### src/design/bhf_pkg.sv
// Purpose: shared constants and types for the bus hold and fetch status block
// Assumes: single clock domain, port configuration presented as plain ports
// Notes: pin indices are positions within the eight-bit port 2
package bhf_pkg;
  localparam int unsigned P2_W = 8;
  localparam int unsigned PIN_BUS_REQ = 3;
  localparam int unsigned PIN_HOLD_REQ = 5;
  localparam int unsigned PIN_HOLD_ACK = 6;
  localparam int unsigned HOLD_EN_BIT = 7;
  localparam logic [P2_W-1:0] PORT2_FUNC_RST = 8'h00;
  localparam logic [P2_W-1:0] PORT2_DIR_RST = 8'hff;
  localparam logic [P2_W-1:0] PORT2_DATA_RST = 8'hff;

  // Port 2 configuration as software writes it
  typedef struct packed {
    logic [P2_W-1:0] func_sel;
    logic [P2_W-1:0] dir;
    logic [P2_W-1:0] data;
  } bhf_p2cfg_t;

  // Bus cycle request from the core
  typedef struct packed {
    logic valid;
    logic external;
    logic instr;
  } bhf_cyc_t;

  typedef enum logic [1:0] {
    BHF_IDLE,
    BHF_CYCLE,
    BHF_HOLD
  } bhf_state_t;
endpackage : bhf_pkg
### src/design/bhf_bus_hold.sv
// Purpose: bus hold handshake, port 2 pin locking and fetch status output
// Assumes: all inputs synchronous to ref_clk; core issues one bus cycle at a time
// Notes: a pin with direction bit 0 drives; func_sel is only stored, the hold enable bit selects the special function
//   A new hold request wins over a core cycle first seen in the same idle cycle.
//   Writes to locked pins are dropped for good; software repeats them after disable.
//   Bus request counts only cycles still waiting, never the one ending this cycle.
//   clk_en low freezes every register, so each handshake answer stretches with it.
`timescale 1ns/100ps
module bhf_bus_hold
  import bhf_pkg::*;
(
  // Clock, reset, enable
  input wire logic ref_clk,
  input wire logic arst_n,
  input wire logic clk_en,
  // Control
  input wire logic [P2_W-1:0] window_select_control,
  input wire logic cfg_wr,
  input wire bhf_p2cfg_t cfg_wdata,
  // Core bus cycles
  input wire bhf_cyc_t cyc_req,
  input wire logic cyc_done,
  output logic cyc_grant,
  output logic bus_released,
  // Port 2 pins
  input wire logic [P2_W-1:0] port2_pin_in,
  output logic [P2_W-1:0] port2_pin_out,
  output logic [P2_W-1:0] port2_pin_oe,
  output logic hold_req_seen,
  // Status
  output logic instruction_fetch_flag,
  output logic hold_acknowledge_n,
  output logic bus_request_n,
  output bhf_p2cfg_t p2cfg
);
  // Sequencer state and decodes
  bhf_state_t state;
  bhf_state_t next_state;
  logic hold_en;
  logic hold_req;
  logic ext_pending;
  logic cyc_ending;
  logic cyc_pending;
  logic bus_request_n_latched;
  logic next_bus_request_n;
  logic next_flag;
  // Pin muxing
  logic [P2_W-1:0] lock_mask;
  logic [P2_W-1:0] next_out;
  logic [P2_W-1:0] next_oe;
  logic [P2_W-1:0] drv_dir;
  // Stored configuration fields, one flop bank each
  logic [P2_W-1:0] func_sel_q;
  logic [P2_W-1:0] dir_q;
  logic [P2_W-1:0] data_q;

  // Decodes of enable and request pin
  assign hold_en = window_select_control[HOLD_EN_BIT];
  assign hold_req = hold_en & ~port2_pin_in[PIN_HOLD_REQ];
  assign ext_pending = cyc_req.valid & cyc_req.external;

  // The request is still held on the edge that finishes it; that cycle is not pending
  assign cyc_ending = (state == BHF_CYCLE) & cyc_done;
  assign cyc_pending = ext_pending & ~cyc_ending;

  // Locked pins keep old configuration bits while hold is enabled
  assign lock_mask = hold_en ? ((8'h01 << PIN_BUS_REQ) | (8'h01 << PIN_HOLD_REQ)
                                | (8'h01 << PIN_HOLD_ACK)) : 8'h00;

  // Handshake sequencing; a running cycle ends before grant
  always_comb begin
    next_state = state;
    unique case (state)
      BHF_IDLE: begin
        if (hold_req) begin
          next_state = BHF_HOLD;
        end else if (ext_pending) begin
          next_state = BHF_CYCLE;
        end
      end
      BHF_CYCLE: begin
        if (cyc_done) begin
          next_state = hold_req ? BHF_HOLD : BHF_IDLE;
        end
      end
      BHF_HOLD: begin
        if (!hold_req) begin
          next_state = BHF_IDLE;
        end
      end
    endcase
  end

  // Bus request: only inside hold, sticky until request lifts
  assign next_bus_request_n = (next_state == BHF_HOLD) && (bus_request_n_latched || cyc_pending);

  // Fetch flag: only an external instruction cycle raises it, for its whole length
  assign next_flag = (next_state == BHF_CYCLE) & cyc_req.instr;

  // Pin muxing: locked hold pins override port settings
  assign drv_dir = ~p2cfg.dir;
  always_comb begin
    next_out = p2cfg.data;
    next_oe = drv_dir;
    if (hold_en) begin
      next_out[PIN_HOLD_ACK] = next_state != BHF_HOLD;
      next_oe[PIN_HOLD_ACK] = 1'b1;
      next_out[PIN_BUS_REQ] = ~next_bus_request_n;
      next_oe[PIN_BUS_REQ] = 1'b1;
      next_out[PIN_HOLD_REQ] = 1'b0;
      next_oe[PIN_HOLD_REQ] = 1'b0;
    end
  end

  // Sequencer state and the sticky bus request
  always_ff @(posedge ref_clk or negedge arst_n) begin
    if (!arst_n) begin
      state <= BHF_IDLE;
      bus_request_n_latched <= 1'b0;
    end else if (clk_en) begin
      state <= next_state;
      bus_request_n_latched <= next_bus_request_n;
    end
  end

  // Handshake outputs, registered so the pins never glitch
  always_ff @(posedge ref_clk or negedge arst_n) begin
    if (!arst_n) begin
      hold_acknowledge_n <= 1'b1;
      bus_request_n <= 1'b1;
      bus_released <= 1'b0;
      hold_req_seen <= 1'b0;
    end else if (clk_en) begin
      hold_acknowledge_n <= next_state != BHF_HOLD;
      bus_request_n <= ~next_bus_request_n;
      bus_released <= next_state == BHF_HOLD;
      hold_req_seen <= hold_req;
    end
  end

  // Core cycle grant and fetch flag, both dropping on the edge after cyc_done
  always_ff @(posedge ref_clk or negedge arst_n) begin
    if (!arst_n) begin
      cyc_grant <= 1'b0;
      instruction_fetch_flag <= 1'b0;
    end else if (clk_en) begin
      cyc_grant <= next_state == BHF_CYCLE;
      instruction_fetch_flag <= next_flag;
    end
  end

  // Port 2 pin drivers, one cycle behind the configuration
  always_ff @(posedge ref_clk or negedge arst_n) begin
    if (!arst_n) begin
      port2_pin_out <= PORT2_DATA_RST;
      port2_pin_oe <= 8'h00;
    end else if (clk_en) begin
      port2_pin_out <= next_out;
      port2_pin_oe <= next_oe;
    end
  end

  // Configuration store; writes to locked pins are dropped, not deferred
  bhf_cfg_field #(.W(P2_W), .RST_VAL(PORT2_FUNC_RST)) u_func_sel (
    .ref_clk(ref_clk),
    .arst_n(arst_n),
    .clk_en(clk_en),
    .wr(cfg_wr),
    .keep_mask(lock_mask),
    .wdata(cfg_wdata.func_sel),
    .q(func_sel_q)
  );
  bhf_cfg_field #(.W(P2_W), .RST_VAL(PORT2_DIR_RST)) u_dir (
    .ref_clk(ref_clk),
    .arst_n(arst_n),
    .clk_en(clk_en),
    .wr(cfg_wr),
    .keep_mask(lock_mask),
    .wdata(cfg_wdata.dir),
    .q(dir_q)
  );
  bhf_cfg_field #(.W(P2_W), .RST_VAL(PORT2_DATA_RST)) u_data (
    .ref_clk(ref_clk),
    .arst_n(arst_n),
    .clk_en(clk_en),
    .wr(cfg_wr),
    .keep_mask(lock_mask),
    .wdata(cfg_wdata.data),
    .q(data_q)
  );

  // Present the stored fields as one configuration word
  assign p2cfg = {func_sel_q, dir_q, data_q};
endmodule : bhf_bus_hold

// One port 2 configuration field; bits under keep_mask hold their old value on a write
module bhf_cfg_field
  import bhf_pkg::*;
#(
  parameter int unsigned W = P2_W,
  parameter logic [W-1:0] RST_VAL = '0
) (
  // Clock, reset, enable
  input wire logic ref_clk,
  input wire logic arst_n,
  input wire logic clk_en,
  // Write side
  input wire logic wr,
  input wire logic [W-1:0] keep_mask,
  input wire logic [W-1:0] wdata,
  // Stored field
  output logic [W-1:0] q
);
  logic [W-1:0] next_q;

  // Merge keeps locked bits; a dropped write is not replayed after unlock
  assign next_q = (wdata & ~keep_mask) | (q & keep_mask);

  // Field storage, frozen with the enable
  always_ff @(posedge ref_clk or negedge arst_n) begin
    if (!arst_n) begin
      q <= RST_VAL;
    end else if (clk_en && wr) begin
      q <= next_q;
    end
  end
endmodule : bhf_cfg_field

### config.mk
export PLATFORM = sky130hd
export DESIGN_NAME = bhf_bus_hold
export DESIGN_NICKNAME = d
export VERILOG_FILES = /design/src/design/bhf_pkg.sv /design/src/design/bhf_bus_hold.sv
export SDC_FILE = /design/constraint.sdc
export NUM_CORES = 1
export LEC_CHECK = 0
export BUFFER_PORTS_ARGS = -buffer_cell sky130_fd_sc_hd__buf_2
export CORE_UTILIZATION = 50
export DETAILED_ROUTE_END_ITERATION = 8
export PLACE_DENSITY = 0.95
export SKIP_CTS_REPAIR_TIMING = 1
export SLEW_MARGIN = 10
export SYNTH_ARGS = -nofsm -noshare
export SYNTH_HDL_FRONTEND = slang
export SYNTH_SLANG_ARGS = --single-unit
### constraint.sdc
create_clock -name ref_clk -period 3.1 [get_ports ref_clk]
set_input_delay 0.155 -clock ref_clk [delete_from_list [all_inputs] [get_ports ref_clk]]
set_output_delay 0.155 -clock ref_clk [all_outputs]
set_load 0.03 [all_outputs]
==> results of run 1 <==
final cells by class:
class	instances	area share [%]
clock buffer	6	3.13
clock inverter	2	1.42
timing repair buffer	79	15.0
inverter	6	0.854
multi-input combinational	95	29.5
sequential	49	47.7
tap	50	2.37
kinds of logic (layout without fill, tap and decap cells):
family	after synthesis	after routing	synth area share, %
flip-flops	49	49	59.4
AND/OR/NAND/NOR	34	34	8.21
multiplexers	30	30	15.9
AO/OA/AOI/OAI	29	29	11.4
buffers and inverters	16	93	3.84
adder cells (fa/ha/maj)	2	2	1.18
worst register-to-register path, delay by kind of cell, from the launching register on:
kind                     cells  cell delay (ns)
buffers and inverters        1             0.10
flip-flops                   1             0.41
adder cells (fa/ha/maj)      1             0.22
AO/OA/AOI/OAI                4             1.06
power groups by stage:
| stage | Clock [uW] | Combinational [uW] | Sequential, uW |
|---|---|---|---|
| 6_report | 472 | 726 | 901 |
| 5_1_grt | 503 | 774 | 920 |
| 4_1_cts | 482 | 729 | 901 |
| 3_5_place_dp | 0 | 728 | 910 |
| 3_3_place_gp | 0 | 711 | 902 |
| 2_1_floorplan | 0 | 314 | 1130 |
layer usage:
metal | wire (microns) | vias to the layer above | part of all wire (%)
li1 | - | 712 | -
met2 | 2150 | 68 | 49
met1 | 1770 | 760 | 41
met4 | 87 | 0 | 2.0
met5 | 0 | - | 0
met3 | 350 | 10 | 8.0
final timing paths:
check | from | endpoint | slack (ns) | cells past startpoint
hold / removal | arst_n | async pin | 0.03 | 1
setup / recovery | state[0] | port2_pin_out[3] | 1.27 | 6
setup reg to reg | state[0] | port2_pin_out[3] | 1.27 | 6
min in group ref_clk | cfg_wdata[1] | u_data.q[1] | 0.08 | 2
max in group asynchronous | arst_n | u_func_sel.q[0] | 2.43 | 1
hold reg to reg | port2_pin_out[6] | port2_pin_out[6] | 0.48 | 1
through the flow:
stage	instances	worst slack [ns]	hold slack [ns]
global placement	279	1.33	0.386
finish	287	1.27	0.0310
global route	287	1.16	0.0745
CTS	287	1.28	0.0577
floorplan	160	1.44	-0.141
detailed placement	279	1.29	0.390
cell usage after synthesis (2+ instances only):
master and n:
buf_2 2, nand3b_1 2, ha_1 2, inv_1 5, buf_4 5, nand2_1 15, nor3b_1 2, dfrtp_1 23
nor2b_1 2, or2_2 2, a31oi_1 3, mux2_2 30, o21ai_0 8, clkbuf_1 2, a21oi_1 2, dfstp_2 26
nor2_1 4
==> metrics.md, run 1 <==
| Metric | Value |
|---|---|
| DR WL/cell | `15.2 microns` |
| Crit start category | `flop` |
| Unrepaired setup endpoints after global routing | `no` |
| Die area | `0.00450 sq mm` |
| Detail Placement HPWL | `3110 microns` |
| Ys async rst share | `100%` |
| Worst Path Buf+Inv | `1` |
| Clk_lat worst skew | `0.30 ns` |
| Top cells by area, synth | `dfstp_2 32%, dfrtp_1 27%, mux2_2 16%` |
| Combinational power share | `34.6%` |
| Fin nets | `286` |
| PD cells | `796 mW/mm^2` |
| Avg Cell Area, Syn | `13.2 sq um` |
| Syn Inst Count | `160` |
| Sequential cell area | `0.00126 sq mm` |
| Gpl congestion | `0.876` |
| Measured slew at the worst slew-check pin | `1.04 ns` |
| Syn Nets | `210` |
| Sw power | `754 uW` |
| Post-synth EDFFs | `0` |
| Switch share | `35.9%` |
| Max Freq | `546 MHz` |
| Top cell type by total area after synthesis | `dfstp_2` |
| Synth cell types | `42` |
| CTS root buf | `clkbuf_8` |
| Hold Path Class | `input port to async pin` |
| Mapped Area | `0.00212 sq mm` |
| TritonCTS clock tree | `built` |
| Final clock skew | `0.00301 ns` |
| CP delay by family, top | `compound AO/OA/AOI/OAI gates` |
| DRT Wirelength | `4370 microns` |
| Critical path class | `flop to flop` |
| Seq cells post-synth | `49` |
| Final antenna-violating net count | `0` |
| YS warnings | `0` |
| Worst stage delay on the critical path | `0.46 ns` |
| Via count | `1,550` |
| Max-slew violation count | `0` |
| Row count | `23` |
| M3 GR Usage | `7.88%` |
| GR met1 Demand/Resource | `24.1%` |
| Largest net degree at the start of global routing | `50` |
| Fillers | `327` |
| WP data required | `3.35 ns` |
| Grt total ovfl | `0` |
| CP max FO | `5` |
| Area of the multi-input gates | `778 sq um` |
| Pwr Total | `2100 uW` |
| 1st-pass router iterations | `4` |
| Placed instance area | `0.00252 sq mm` |
| Worst EP arrival | `2.08 ns` |
| M2 GR Usage | `34.0%` |
| Most Used Layer, Global Route | `met2` |
| Io pins | `94` |
| Leading cell type in the layout, fill and taps excluded | `buf_2` |
| Initial DRC Count | `111` |
| Maximum clock insertion buffer count | `2` |
| Clock Pin Slew Worst Setup and Hold Paths | `0.09 ns` |
| Fin crit share | `59.0%` |
| Vias in the first global route | `1,521` |
| Status | `finished, final reports clean` |
| Setup TNS | `0 ns` |
| CTS Sinks | `49` |
| Die height | `67.1 microns` |
| Register area share after synthesis | `59.4%` |
| Leading cell types in the layout, fill and taps excluded | `79 x buf_2, 30 x mux2_2, 26 x dfstp_2` |
| Max Cap Viol | `0` |
| Max H-tree Level | `2` |
| Pleak | `0.00123 uW` |
| Total global-route track usage | `20.7%` |
| Layout cells sized above 1 | `65.4%` |
| Initial antenna violation count | `0` |
| Initial core utilization | `52.6%` |
| Core area | `0.00403 sq mm` |
| Minimum clock period | `1.83 ns` |
| First-pass GRT wire length | `6780 microns` |
| Vias per cell | `5.40` |
| CP endpoint kind | `flop` |
| Final hold vios | `0` |
| Clock power frac | `22.5%` |
| IO Port Bufs | `79` |
| Cell area after layout | `0.00264 sq mm` |
| Worst VDD drop | `0.542 mV` |
| Worst-path cell chain | `inv_1, ha_1, a22o_1, a2111oi_4, a21o_2, a211o_1` |
| Int Power | `1340 uW` |
| Rel. slew slack | `30.9%` |
| Layout Utilization | `65.5%` |
| CP max stage cell | `a2111oi_4` |
| Dominant synthesized flop cell | `dfstp_2` |
| Die X | `67.1 microns` |
| Diode count | `0` |
| DRC viols | `0` |
| Final setup fails | `0` |
| Share of the synthesized area in the top cell type | `32.3%` |
| Register share of total power | `42.9%` |
| TritonCTS Buffers | `5` |
| P&R area growth vs syn | `24.5%` |
Note: power is estimated with default switching activity, not from simulation.
==> run 2: changes to the inputs <==
Settings changed: CORE_UTILIZATION 50 to 47, PLACE_DENSITY 0.95 to 0.92.
Clock period 3.1 ns to 1.9 ns, I/O delays scaled along.
==> run 2 against run 1 <==
Setup slack lost 1.1 ns. Register-to-register slack lost 1.1 ns. Worst hold slack lost 0.0080 ns. Sequential share of layout area is essentially flat. Largest power group unchanged. Non-clock buffer count grew 4. Clock power grew 25%. Total power grew 55%. Clock-buffer cell count grew 1. Design area is essentially flat. Final cell count grew 2.1%.
==> metrics.md, run 2 (synthesis gave the netlist of run 1 again) <==
| Metric | Value |
|---|---|
| Core area | `0.00435 sq mm (was 0.00403 sq mm)` |
| Max Cap Viol | `0 (unchanged)` |
| First-pass GRT wire length | `7040 microns (was 6780 microns)` |
| DRT Wirelength | `4260 microns (was 4370 microns)` |
| DRC viols | `0 (unchanged)` |
| Clk_lat worst skew | `0.30 ns (about the same)` |
| Final clock skew | `0.00729 ns (was 0.00301 ns)` |
| Placed cell count | `284 (was 279)` |
| Max Freq | `567 MHz (was 546 MHz)` |
| Status | `finished, final reports clean (unchanged)` |
| Finished Layout Cells | `293 (was 287)` |
| Initial core utilization | `48.6% (was 52.6%)` |
| Diode count | `0 (unchanged)` |
| Initial antenna violation count | `0 (unchanged)` |
| Die height | `69.1 microns (was 67.1 microns)` |
| Die area | `0.00478 sq mm (was 0.00450 sq mm)` |
| Final setup fails | `0 (unchanged)` |
| TritonCTS Buffers | `5 (unchanged)` |
| Layout cells sized above 1 | `65.1% (was 65.4%)` |
| Vias per cell | `5.18 (was 5.40)` |
| Die X | `69.1 microns (was 67.1 microns)` |
| Gpl congestion | `0.886 (was 0.876)` |
| Io pins | `94 (unchanged)` |
| Reg2Reg Setup Slack | `0.14 ns (was 1.27 ns)` |
| Worst VDD drop | `0.641 mV (was 0.542 mV)` |
| Critical path class | `flop to flop (unchanged)` |
| P&R area growth vs syn | `24.5% (about the same)` |
| Maximum clock insertion buffer count | `2 (unchanged)` |
| Initial DRC Count | `83 (was 111)` |
| Pleak | `0.00123 uW (about the same)` |
| Hold Path Class | `input port to flop (was input port to async pin)` |
| Measured slew at the worst slew-check pin | `0.605 ns (was 1.04 ns)` |
| Total global-route track usage | `18.8% (was 20.7%)` |
| Final hold vios | `0 (unchanged)` |
| Fin crit share | `92.8% (was 59.0%)` |
| CTS Sinks | `49 (unchanged)` |
| Final antenna-violating net count | `0 (unchanged)` |
| Detail Placement HPWL | `3110 microns (about the same)` |
| Fin nets | `290 (was 286)` |
| Max-slew violation count | `0 (unchanged)` |
| Grt total ovfl | `0 (unchanged)` |
| Row count | `24 (was 23)` |
| Clock Pin Slew Worst Setup and Hold Paths | `0.09 ns (about the same)` |
| CTS root buf | `clkbuf_8 (unchanged)` |
| CP max FO | `4 (was 5)` |
| Minimum clock period | `1.76 ns (was 1.83 ns)` |
| Leading cell types in the layout, fill and taps excluded | `79 x buf_2, 30 x mux2_2, 26 x dfstp_2 (unchanged)` |
| CP endpoint kind | `flop (unchanged)` |
| Unrepaired setup endpoints after global routing | `no (unchanged)` |
| Vias in the first global route | `1,546 (was 1,521)` |
| Via count | `1,519 (was 1,550)` |
| Layout Utilization | `60.5% (was 65.5%)` |
| Leading cell type in the layout, fill and taps excluded | `buf_2 (unchanged)` |
| DR WL/cell | `14.5 microns (was 15.2 microns)` |
| Max H-tree Level | `2 (unchanged)` |
| Rel. slew slack | `59.6% (was 30.9%)` |
| Largest net degree at the start of global routing | `50 (unchanged)` |
| WP data required | `2.12 ns (was 3.35 ns)` |
| WHS | `0.0230 ns (was 0.0310 ns)` |
| Setup TNS | `0 ns (unchanged)` |
| PD cells | `1230 mW/mm^2 (was 796 mW/mm^2)` |
| 1st-pass router iterations | `4 (unchanged)` |
| Worst EP arrival | `1.99 ns (was 2.08 ns)` |
| Crit start category | `flop (unchanged)` |
| IO Port Bufs | `79 (unchanged)` |
| TritonCTS clock tree | `built (unchanged)` |
-- run 2: cell types whose count changed in the layout (fill, tap and decap cells not counted) --
cell           previous run  this run
buf_4                     0         3
clkbuf_1                  0         2
dlygate4sd3_1             0         1
clkbuf_8                  6         5
inv_1                     5         4
bufinv_16                 1         0
inv_2                     1         2
-- run 2: path summary, 6_finish.rpt --
path / from / end / depth (start not counted)
setup / recovery: state[0] / instruction_fetch_flag / 6
hold / removal: cfg_wdata[6] / flop / 2
setup reg to reg: state[0] / instruction_fetch_flag / 6
hold reg to reg: port2_pin_out[6] / port2_pin_out[6] / 1
max in group asynchronous: arst_n / port2_pin_oe[2] / 3
min in group asynchronous: arst_n / u_func_sel.q[4] / 3
-- run 2: power by group --
group	switching (uW)	internal (uW)
clock	329	261
combinational	751	430
sequential	132	1340
total	1210	2030
-- run 2: layer usage --
layer,wire length (microns),track usage [%]
met5,0,0
met4,51,5.44
met3,221,5.12
met2,2220,32.8
met1,1770,22.8
-- run 2: critical path, cell delays in order (launching register included) --
cell	delay, ns
dfrtp_1	0.42
inv_2	0.07
ha_1	0.21
a22o_1	0.26
a2111oi_4	0.42
o22ai_2	0.17
o2bb2ai_2	0.15
-- run 2: area by class of cell --
cell class	count	area [sq um]
clock inverters	1	7.51
clock buffers	7	76.3
multi-input cells	95	778
flip-flops and latches	49	1260
repair buffers	83	428
well taps	52	65.1
fillers	354	1720
inverters	6	22.5
-- run 2: through the flow --
stage	total power, uW	instance area (sq um)	setup slack (ns)
finish	3240	2640	0.136
global route	3420	2640	0.000459
CTS	3270	2630	0.0490
detailed placement	2680	2540	0.0515
global placement	2630	2540	0.126
floorplan	2360	2120	0.237
==> run 3: changes to the inputs <==
Settings changed: CORE_UTILIZATION 47 to 50, SYNTH_HIERARCHICAL set to 1.
==> run 3 against run 2 <==
Sequential power is 5% higher. Sequential cell count is the same. Fmax shrank 2.1%. Global-route usage grew 0.40 points. Via count is 11% higher. Total power up 17%. Clock skew about the same. Sequential share of layout area shrank 9.6 points. Utilization up 4.5 points. Highest routed layer unchanged.
==> metrics.md, run 3 <==
| Metric | Value |
|---|---|
| Status | `finished, final reports clean (unchanged)` |
| Post-synth EDFFs | `0 (unchanged)` |
| Fin crit share | `94.8% (was 92.8%)` |
| Via count | `1,689 (was 1,519)` |
| WP data required | `2.09 ns (was 2.12 ns)` |
| Worst EP arrival | `1.99 ns (about the same)` |
| Leading cell types in the layout, fill and taps excluded | `78 x buf_2, 26 x dfstp_2, 24 x nand3b_4, 24 x mux2_4, 23 x dfrtp_1 (was 79 x buf_2, 30 x mux2_2, 26 x dfstp_2)` |
| R2r endpoint | `bus_released (was instruction_fetch_flag)` |
| Io pins | `94 (unchanged)` |
| Layout cells sized above 1 | `65.0% (was 65.1%)` |
| Mapped Area | `0.00263 sq mm (was 0.00212 sq mm)` |
| Vias in the first global route | `1,702 (was 1,546)` |
| 1st-pass router iterations | `4 (unchanged)` |
| Largest net degree at the start of global routing | `28 (was 50)` |
| Ys async rst share | `100% (unchanged)` |
| Layout Utilization | `65.0% (was 60.5%)` |
| TritonCTS Buffers | `5 (unchanged)` |
| Seq cells post-synth | `49 (unchanged)` |
| Detail Placement HPWL | `3690 microns (was 3110 microns)` |
| CP Depth | `6 (unchanged)` |
| Hold Path Cell Cnt | `2 (unchanged)` |
| Final clock skew | `0.00713 ns (was 0.00729 ns)` |
| PD cells | `1150 mW/mm^2 (was 1230 mW/mm^2)` |
| CTS Sinks | `49 (unchanged)` |
| Worst Path Buf+Inv | `1 (unchanged)` |
| Leading cell type in the layout, fill and taps excluded | `buf_2 (unchanged)` |
| Clock Pin Slew Worst Setup and Hold Paths | `0.09 ns (about the same)` |
| CP endpoint kind | `flop (unchanged)` |
| Die X | `74.5 microns (was 69.1 microns)` |
| Fin nets | `326 (was 290)` |
| Register area share after synthesis | `47.8% (was 59.4%)` |
| Crit start category | `flop (unchanged)` |
| Maximum clock insertion buffer count | `2 (unchanged)` |
| Final antenna-violating net count | `0 (unchanged)` |
| Unrepaired setup endpoints after global routing | `no (unchanged)` |
| Final hold vios | `0 (unchanged)` |
| IO Port Bufs | `79 (unchanged)` |
| Final setup fails | `0 (unchanged)` |
| Hold Path Class | `input port to flop (unchanged)` |
| CP delay by family, top | `compound AO/OA/AOI/OAI gates (unchanged)` |
| Worst VDD drop | `0.517 mV (was 0.641 mV)` |
| YS warnings | `6 (was 0)` |
| Total global-route track usage | `19.2% (was 18.8%)` |
| Max Freq | `555 MHz (was 567 MHz)` |
| Grt total ovfl | `0 (unchanged)` |
| Max H-tree Level | `2 (unchanged)` |
| Placed instance area | `0.00315 sq mm (was 0.00254 sq mm)` |
| Min-delay src | `cfg_wdata[7] (was cfg_wdata[6])` |
| Initial antenna violation count | `0 (unchanged)` |
| Die height | `74.5 microns (was 69.1 microns)` |
| Top cells by area, synth | `dfstp_2 26%, dfrtp_1 22%, nand3b_4 18% (was dfstp_2 32%, dfrtp_1 27%, mux2_2 16%)` |
| CP max FO | `6 (was 4)` |
| Critical path class | `flop to flop (unchanged)` |
| Synth cell count leaders | `26 x dfstp_2, 24 x mux2_4, 24 x nand3b_4, 23 x dfrtp_1 (was 30 x mux2_2, 26 x dfstp_2, 23 x dfrtp_1, 15 x nand2_1, 8 x o21ai_0)` |
| DRC viols | `0 (unchanged)` |
| Avg Cell Area, Syn | `14.8 sq um (was 13.2 sq um)` |
| Initial core utilization | `51.8% (was 48.6%)` |
| Measured slew at the worst slew-check pin | `0.539 ns (was 0.605 ns)` |
| Setup TNS | `0 ns (unchanged)` |
| Core area | `0.00507 sq mm (was 0.00435 sq mm)` |
| Cell area after layout | `0.00330 sq mm (was 0.00264 sq mm)` |
| Diode count | `0 (unchanged)` |
| Rel. slew slack | `64.0% (was 59.6%)` |
| CP max stage cell | `dfrtp_1 (unchanged)` |
| Vias per cell | `4.87 (was 5.18)` |
| TritonCTS clock tree | `built (unchanged)` |
| Share of the synthesized area in the top cell type | `26.0% (was 32.3%)` |
| Synth cell types | `40 (was 42)` |
| Max-slew violation count | `0 (unchanged)` |
| Worst stage delay on the critical path | `0.40 ns (was 0.42 ns)` |
| Minimum clock period | `1.80 ns (was 1.76 ns)` |
| Dominant synthesized flop cell | `dfstp_2 (unchanged)` |
| Top cell type by total area after synthesis | `dfstp_2 (unchanged)` |
| First-pass GRT wire length | `7850 microns (was 7040 microns)` |
| Leading cell type by number of instances after synthesis | `dfstp_2 (was mux2_2)` |
| Syn Inst Count | `178 (was 160)` |
| DRT Wirelength | `5120 microns (was 4260 microns)` |
| Pleak | `0.00181 uW (was 0.00123 uW)` |
| P&R area growth vs syn | `25.4% (was 24.5%)` |
| Reg2Reg Setup Slack | `0.1 ns (was 0.14 ns)` |
| CTS root buf | `clkbuf_8 (unchanged)` |
| Initial DRC Count | `71 (was 83)` |
| Cell depth of the worst flop-to-flop path | `6 (unchanged)` |
| RR Startpoint | `state[0] (unchanged)` |
| DR WL/cell | `14.7 microns (was 14.5 microns)` |
| Gpl congestion | `0.899 (was 0.886)` |
| Row count | `26 (was 24)` |
| Max Cap Viol | `0 (unchanged)` |
| Worst-path cell chain | `inv_1, ha_1, o31a_2, o21ai_2, nor2_1, o21a_1 (was inv_2, ha_1, a22o_1, a2111oi_4, o22ai_2, o2bb2ai_2)` |
| Clk_lat worst skew | `0.30 ns (about the same)` |
| Die area | `0.00556 sq mm (was 0.00478 sq mm)` |
[run 3: cell count changes in the layout (fill, tap and decap cells not counted), moves of 3 or more]
cell / change
nand2_1: -6
inv_1: +3
conb_1: +15
mux2_2: -25
nand3b_4: +24
o21ai_2: +3
mux2_4: +24
[run 3: cells by family after synthesis]
family / synth area share (%)
adders and majority gates: 0.951
DFF: 47.8
buffers and inverters: 4.18
muxes: 15.8
other: 0.143
and+or+nand+nor: 23.1
AOI/OAI and AO/OA: 7.99
[run 3: worst reg2reg max path, stage by stage (launching register included)]
cell and delay (ns):
dfrtp_1 0.40, inv_1 0.06, ha_1 0.37, o31a_2 0.39
o21ai_2 0.24, nor2_1 0.11, o21a_1 0.13
[run 3: worst max path at each step]
stage,start,endpoint
after floorplan,state[0],port2_pin_out[3]
after global placement,state[0],port2_pin_out[3]
after detailed placement,state[0],port2_pin_out[3]
after CTS,state[0],port2_pin_out[3]
after global routing,state[0],port2_pin_out[3]
final,state[0],bus_released
[run 3: per-stage QoR]
| stage | hold slack, ns | power (uW) | cells | worst slack (ns) |
|---|---|---|---|---|
| floorplan | -0.201 | 2640 | 192 | 0.245 |
| global placement | 0.0890 | 2980 | 336 | 0.141 |
| detailed placement | 0.105 | 3050 | 336 | 0.0714 |
| CTS | -0.222 | 3770 | 344 | 0.0561 |
| global route | 0.00671 | 4000 | 347 | 0.0254 |
| finish | 0.0162 | 3790 | 347 | 0.0988 |
[run 3: metal layers]
metal	vias to the layer above	share of wire (%)	global-route usage, %
li1	818	-	-
met4	0	1.4	7.34
met5	-	0	0
met2	55	52	32.7
met1	811	42	23.0
met3	5	5.1	5.56
[run 3: final cells by class]
type                            instances  area [sq um]
Sequential cell                        49          1260
Tap cell                               70          87.6
Inverter                                7          26.3
Clock buffer                            8           111
Timing Repair Buffer                   87           488
Multi-Input combinational cell        126          1330
Fill cell                             398          1780
[run 3: power by group]
group / switching, uW / internal, uW
clock network: 339 / 377
logic: 931 / 593
registers: 161 / 1390
total: 1430 / 2360
